### config.mk
export PLATFORM = sky130hd
export DESIGN_NAME = sdmc_top
export DESIGN_NICKNAME = d
export VERILOG_FILES = /design/src/sdmc_pkg.sv /design/src/sdmc_if.sv /design/src/sdmc_frame_rx.sv /design/src/sdmc_top.sv
export SDC_FILE = /design/constraint.sdc
export NUM_CORES = 1
export LEC_CHECK = 0
export ABC_CLOCK_PERIOD_IN_PS = 1600
export BUFFER_PORTS_ARGS = -buffer_cell sky130_fd_sc_hd__buf_2
export CAP_MARGIN = 20
export CORE_MARGIN = 2
export CORE_UTILIZATION = 45
export CTS_CLUSTER_DIAMETER = 200
export CTS_CLUSTER_SIZE = 20
export DETAILED_ROUTE_END_ITERATION = 10
export GPL_TIMING_DRIVEN = 0
export PLACE_DENSITY = 0.76
export SKIP_LAST_GASP = 1
export SLEW_MARGIN = 20
export SYNTH_ARGS = -nofsm -noshare
export SYNTH_HDL_FRONTEND = slang
export SYNTH_SLANG_ARGS = --single-unit
### constraint.sdc
create_clock -name clk -period 1.6 [get_ports clk]
set_input_delay 0.16 -clock clk [delete_from_list [all_inputs] [get_ports clk]]
set_output_delay 0.16 -clock clk [all_outputs]
set_load 0.02 [all_outputs]
### src/sdmc_pkg.sv
// constants and types for the serial converter mode control block
// Notes on behaviour
// - mode 00 selects normal amplifier-driven output
// - nonzero mode powers down; 01 1k, 10 100k
// - mode 11 leaves output open-circuit
// - power-down keeps the stored code; frames sent in power-down still load new code
// - power-down shuts bias, amplifier, string off
// - output flagged unsettled 4 us after wake
// - 24-bit frame, acted on at 24th fall
// - data sampled on falling clock while selected
// - early frame-select rise discards the frame
// - mode bits sit at frame bits 17, 16
package sdmc_pkg;

  // ----------------------------------------------------------------
  // frame layout
  // ----------------------------------------------------------------
  localparam int unsigned FRAME_BITS    = 24;
  localparam int unsigned DATA_BITS     = 16;
  localparam int unsigned MODE_BIT_HIGH = 17;
  localparam int unsigned MODE_BIT_LOW  = 16;
  localparam int unsigned CNT_W         = 5;

  // ----------------------------------------------------------------
  // mode codes and reset values
  // ----------------------------------------------------------------
  localparam logic [1:0]  MODE_NORMAL   = 2'h0;
  localparam logic [1:0]  MODE_PD_1K    = 2'h1;
  localparam logic [1:0]  MODE_PD_100K  = 2'h2;
  localparam logic [1:0]  MODE_PD_OPEN  = 2'h3;
  localparam logic [1:0]  MODE_RST      = 2'h0;
  localparam logic [15:0] CODE_RST      = 16'h0000;

  // ----------------------------------------------------------------
  // timing
  // ----------------------------------------------------------------
  localparam int unsigned CLK_PERIOD_PS = 8000;
  localparam int unsigned WAKE_TIME_US  = 4;
  localparam int unsigned WAKE_CYCLES   =
    (WAKE_TIME_US * 1000000 + CLK_PERIOD_PS - 1) / CLK_PERIOD_PS;
  localparam int unsigned WAKE_W        = 10;

  typedef enum logic [2:0] {
    SDMC_IDLE  = 3'b001,
    SDMC_SHIFT = 3'b010,
    SDMC_DONE  = 3'b100
  } sdmc_state_t;

endpackage
`default_nettype wire

### src/sdmc_if.sv
// link from the frame receiver to the mode control core
`timescale 1ns/1ps
`default_nettype none
interface sdmc_if;
  logic        frame_valid;
  logic [1:0]  frame_mode;
  logic [15:0] frame_code;

  modport rx   (output frame_valid, output frame_mode, output frame_code);
  modport core (input frame_valid, input frame_mode, input frame_code);
endinterface
`default_nettype wire

### src/sdmc_frame_rx.sv
// serial frame receiver: synchronises pins and assembles 24-bit frames
`timescale 1ns/1ps
`default_nettype none
module sdmc_frame_rx
  import sdmc_pkg::*;
(
  input  wire logic clk,
  input  wire logic resetn,
  input  wire logic sclk,
  input  wire logic sync_n,
  input  wire logic sdin,
  sdmc_if.rx        frm
);

  // ----------------------------------------------------------------
  // pin synchronisers
  // ----------------------------------------------------------------
  logic [2:0] meta_ff;
  logic [2:0] sync2_ff;
  logic       sclk_prev_ff;

  always_ff @(posedge clk or negedge resetn)
  begin
    if (!resetn)
    begin
      // link clock idles low, so no false fall appears after reset
      meta_ff      <= 3'h3;
      sync2_ff     <= 3'h3;
      sclk_prev_ff <= 1'b0;
    end
    else
    begin
      meta_ff      <= {sclk, sync_n, sdin};
      sync2_ff     <= meta_ff;
      sclk_prev_ff <= sync2_ff[2];
    end
  end

  logic sclk_s;
  logic sync_n_s;
  logic sdin_s;
  logic sclk_fall;

  assign sclk_s    = sync2_ff[2];
  assign sync_n_s  = sync2_ff[1];
  assign sdin_s    = sync2_ff[0];
  assign sclk_fall = sclk_prev_ff & ~sclk_s;

  // ----------------------------------------------------------------
  // frame state machine
  // ----------------------------------------------------------------
  sdmc_state_t             state_ff;
  logic [FRAME_BITS-1:0]   shift_ff;
  logic [CNT_W-1:0]        count_ff;
  logic                    valid_ff;

  always_ff @(posedge clk or negedge resetn)
  begin
    if (!resetn)
    begin
      state_ff <= SDMC_IDLE;
      shift_ff <= '0;
      count_ff <= '0;
      valid_ff <= 1'b0;
    end
    else
    begin
      valid_ff <= 1'b0;
      case (state_ff)
        SDMC_IDLE:
        begin
          shift_ff <= '0;
          count_ff <= '0;
          if (!sync_n_s)
            state_ff <= SDMC_SHIFT;
        end
        SDMC_SHIFT:
        begin
          if (sync_n_s)
          begin
            // early rise: frame dropped, nothing applied
            shift_ff <= '0;
            count_ff <= '0;
            state_ff <= SDMC_IDLE;
          end
          else if (sclk_fall)
          begin
            shift_ff <= {shift_ff[FRAME_BITS-2:0], sdin_s};
            if (count_ff == CNT_W'(FRAME_BITS - 1))
            begin
              valid_ff <= 1'b1;
              state_ff <= SDMC_DONE;
            end
            count_ff <= count_ff + 1'b1;
          end
        end
        SDMC_DONE:
        begin
          // further clocks ignored until frame-select rises again
          if (sync_n_s)
            state_ff <= SDMC_IDLE;
        end
        default:
          state_ff <= SDMC_IDLE;
      endcase
    end
  end

  assign frm.frame_valid = valid_ff;
  assign frm.frame_mode  = shift_ff[MODE_BIT_HIGH:MODE_BIT_LOW];
  assign frm.frame_code  = shift_ff[DATA_BITS-1:0];

endmodule // sdmc_frame_rx
`default_nettype wire

### src/sdmc_top.sv
// serial converter mode control: stored code, power-down mode, wake timer
`timescale 1ns/1ps
`default_nettype none
module sdmc_top
  import sdmc_pkg::*;
#(
  parameter logic [15:0] CODE_RESET = CODE_RST
)
(
  input  wire logic        clk,
  input  wire logic        resetn,
  input  wire logic        sclk,
  input  wire logic        sync_n,
  input  wire logic        sdin,
  output logic [15:0]      dac_code,
  output logic [1:0]       op_mode,
  output logic             amp_drive,
  output logic             analog_on,
  output logic             pd_load_1k,
  output logic             pd_load_100k,
  output logic             out_open,
  output logic             out_settled
);

  sdmc_if frm ();

  sdmc_frame_rx u_rx (
    .clk    (clk),
    .resetn (resetn),
    .sclk   (sclk),
    .sync_n (sync_n),
    .sdin   (sdin),
    .frm    (frm)
  );

  // ----------------------------------------------------------------
  // code and mode registers
  // ----------------------------------------------------------------
  logic [15:0] code_ff;
  logic [1:0]  mode_ff;

  always_ff @(posedge clk or negedge resetn)
  begin
    if (!resetn)
    begin
      code_ff <= CODE_RESET;
      mode_ff <= MODE_RST;
    end
    else if (frm.frame_valid)
    begin
      // code loads in every mode so it is ready at wake-up
      code_ff <= frm.frame_code;
      mode_ff <= frm.frame_mode;
    end
  end

  // ----------------------------------------------------------------
  // output stage decode
  // ----------------------------------------------------------------
  logic        amp_ff;
  logic        on_ff;
  logic        l1k_ff;
  logic        l100k_ff;
  logic        open_ff;

  always_ff @(posedge clk or negedge resetn)
  begin
    if (!resetn)
    begin
      amp_ff   <= 1'b1;
      on_ff    <= 1'b1;
      l1k_ff   <= 1'b0;
      l100k_ff <= 1'b0;
      open_ff  <= 1'b0;
    end
    else
    begin
      amp_ff   <= (mode_ff == MODE_NORMAL);
      on_ff    <= (mode_ff == MODE_NORMAL);
      l1k_ff   <= (mode_ff == MODE_PD_1K);
      l100k_ff <= (mode_ff == MODE_PD_100K);
      open_ff  <= (mode_ff == MODE_PD_OPEN);
    end
  end

  // ----------------------------------------------------------------
  // wake-up settling timer
  // ----------------------------------------------------------------
  logic [WAKE_W-1:0] wake_cnt_ff;
  logic              settled_ff;

  always_ff @(posedge clk or negedge resetn)
  begin
    if (!resetn)
    begin
      wake_cnt_ff <= '0;
      settled_ff  <= 1'b1;
    end
    else if (frm.frame_valid && mode_ff != MODE_NORMAL
             && frm.frame_mode == MODE_NORMAL)
    begin
      wake_cnt_ff <= WAKE_W'(WAKE_CYCLES);
      settled_ff  <= 1'b0;
    end
    else if (frm.frame_valid && frm.frame_mode != MODE_NORMAL)
    begin
      wake_cnt_ff <= '0;
      settled_ff  <= 1'b0;
    end
    else if (wake_cnt_ff > WAKE_W'(1))
      wake_cnt_ff <= wake_cnt_ff - 1'b1;
    else if (wake_cnt_ff == WAKE_W'(1))
    begin
      wake_cnt_ff <= '0;
      settled_ff  <= 1'b1;
    end
  end

  // ----------------------------------------------------------------
  // outputs
  // ----------------------------------------------------------------
  // code register is untouched by mode, so it stays visible in power-down
  assign dac_code     = code_ff;
  assign op_mode      = mode_ff;
  assign amp_drive    = amp_ff;
  assign analog_on    = on_ff;
  assign pd_load_1k   = l1k_ff;
  assign pd_load_100k = l100k_ff;
  assign out_open     = open_ff;
  assign out_settled  = settled_ff;

endmodule // sdmc_top
`default_nettype wire

==> results.toml <==
[run_status]
status = "finished with violations"
violations = "setup timing"

[pwr]
power_leakage_nw = 1.66
power_density_mw_per_mm2 = 964
peakVddDrop_uv = 650
switching_share = 0.241
p_int_mw = 2.47
p_seq_frac = 0.544
pwr-share-clk = 0.374
p_switching_mw = 0.787
combPwrFrac = 0.082
p_total_mw = 3.26

[cells_and_area]
area_growth_pct = 23.5
fin_nets = 270
multi_input_area_mm2 = 0.00108
final_common_cell = "dfrtp_1"
drive_above_1_share = 0.408
fillCellCount = 477
most-common-layout-cells = "dfrtp_1 (57), buf_2 (28), a22o_1 (19), mux2_2 (19), buf_4 (14)"
antenna_cells = 0
seq_area_mm2 = 0.00169

[placed_design]
port_buffers = 28
gp_congestion = 0.802
dp_hpwl_um = 3110
pre_cts_ws_ps = -257

[critical_path]
worst_ep_arrival_time_ps = 1930
crit_fanout = 5
path_class = "reg2reg"
critPathRequiredTime_ps = 1790
r2r_setup_slack_ps = -140
critPathCaptureType = "flip-flop"
start_kind = "flip-flop"

[synthesis]
async_flop_share = 1.00
yosys_warnings = 0
avgSynthCellArea_um2 = 13.2
synth-edff-count = 0
synth_top_flop_cell = "dfrtp_1"
yosysSeqAreaShare = 0.615
synth.largest_area_cell = "dfrtp_1"
yosysTopAreaCellShare = 0.548
synthCells = 208
ys_types = 41
ys_ff_latch = 67
syn-num-nets = 216
syn-cell-area_mm2 = 0.00274
synth.area.top_cells = "dfrtp_1 (55%), mux2_2 (7.8%), dfstp_2 (6.7%)"

[floorplanning]
start_util = 0.463
chipHeight_um = 82.1
core_area_mm2 = 0.00592
die_w_um = 82.1
ios = 29
placementRows = 28
dieArea_mm2 = 0.00673

[detailed_routing]
first_pass_iters = 4
vias = 1835
drc = 0
drt_iter0_drc = 60
post_drt_wl_per_cell_um = 14.4
ant_nets = 0
wirelength_um = 4940
viasPerCell = 5.37

[grt]
met3_usage = 0.0593
grt_antenna_before_repair = 0
use_met1 = 0.216
grt-busiest-layer = "met2"
grt_pass1_wl_um = 8370
overflow = 0
grt_pass1_vias = 1819
grt_max_degree = 48
track_usage = 0.166
use_met2 = 0.257

[timing]
worst_slew_pin_slew_ps = 544
rsz0062_at_grt = "yes"
finalHoldViolCount = 0
setup_viol = 10
setup_tns_ps = -871
fin_ws_ps = -138
finalCritPeriodShare = 1.09
fin_skew_ps = 6.53
fin_crit_ps = 1740
clock.fmax_ghz = 0.575
relSlewSlack = 0.634
drv_slew = 0

[worst_hold_path]
hold_path_class = "in2async"

[clocking]
cts-root-buf = "clkbuf_8"
clk_latency_ps = 330
cts_max_level = 3
cts.sinks = 67
ctsLongestPathBuffers = 2
cts_tree = "yes"
cts-buffers-inserted = 9
path_clk_slew_ps = 70

[flow_run]
drv_cap = 0
==> power by group through the flow <==
stage | clock [mW] | sequential, mW | combinational (mW)
2_1_floorplan | 0 | 1.79 | 0.159
3_3_place_gp | 0 | 1.80 | 0.233
3_5_place_dp | 0 | 1.80 | 0.247
4_1_cts | 1.26 | 1.77 | 0.254
5_1_grt | 1.33 | 1.78 | 0.306
6_report | 1.22 | 1.78 | 0.267
==> stage by stage <==
stage	cell area (µm²)	cells	hold WS, ps	util
after global placement	2990	311	265	0.505
final	3380	342	255	0.572
after CTS	3330	341	247	0.563
after detailed placement	3020	312	67.6	0.510
after global routing	3380	342	274	0.572
after floorplan	2760	208	-136	-
==> state kept, by name, indices dropped and copies added, names as in the netlist <==
signal / count
pd_load_100k: 1
u_rx.count_ff: 5
u_rx.frm.frame_valid: 1
analog_on: 1
u_rx.meta_ff: 3
u_rx.sclk_prev_ff: 1
dac_code: 16
wake_cnt_ff: 10
u_rx.state_ff: 3
out_open: 1
u_rx.sync2_ff: 3
u_rx.shift_ff: 18
pd_load_1k: 1
out_settled: 1
op_mode: 2
==> layout make-up <==
class | instances | area share
Tap cell | 75 | 0.0277
Multi-Input combinational cell | 131 | 0.321
Inverter | 3 | 0.00333
Clock buffer | 14 | 0.0481
Buffer | 6 | 0.0107
Clock inverter | 2 | 0.00296
Timing Repair Buffer | 44 | 0.0876
Sequential cell | 67 | 0.499
==> synth_stat cells (2+ instances only) <==
cell type / n
dfrtp_1: 60
a22o_1: 19
mux2_2: 19
nor2_1: 13
nand2_1: 8
o21ai_0: 8
dfstp_2: 7
nor2b_1: 7
nand2b_1: 6
xnor2_1: 6
nand3_1: 4
nor4_1: 4
a211oi_1: 3
clkbuf_1: 3
ha_1: 3
inv_1: 3
nor3_1: 3
a31oi_1: 2
buf_2: 2
buf_4: 2
o31ai_1: 2
or3_2: 2
or3b_2: 2
or4_4: 2
xor2_1: 2
==> metal layers <==
layer  routed length, µm  part of all wire
met5                   0                 0
met3                 240             0.049
met1                2240              0.45
met4                  79             0.016
met2                2370              0.48
==> worst paths after layout <==
kind,startpoint,endpoint,cells past startpoint
min in group clk,u_rx.meta_ff[0],u_rx.sync2_ff[0],0
min reg2reg,u_rx.meta_ff[0],u_rx.sync2_ff[0],0
max reg2reg,wake_cnt_ff[2],wake_cnt_ff[7],4
max,wake_cnt_ff[2],wake_cnt_ff[7],4
max in group asynchronous,resetn,u_rx.state_ff[0],3
min,resetn,wake_cnt_ff[6],2
==> logic make-up (layout without fill, tap and decap cells) <==
logic type	Yosys count	count (layout)	synth area share
AOI/OAI and AO/OA	42	42	0.122
DFF	67	67	0.615
muxes	20	20	0.0817
xor gates and xnor gates	8	8	0.0256
buffers and inverters	10	69	0.0173
adders and majority gates	3	3	0.0137
and+or+nand+nor	58	58	0.125
==> critical path, cell delays in order, from the launching register on <==
cell and delay (ps):
dfrtp_1 430, or4_4 580, o31ai_4 320, buf_4 180, o211ai_1 90
==> repair_timing <==
item,in CTS,in global routing
resized for setup,13,13
setup buffers,10,1
hold endpoints to repair,23,0
pin swaps,8,3
hold buffers,4,0
setup endpoints to repair,31,30
No activity file was read; power rests on OpenSTA's default activity.
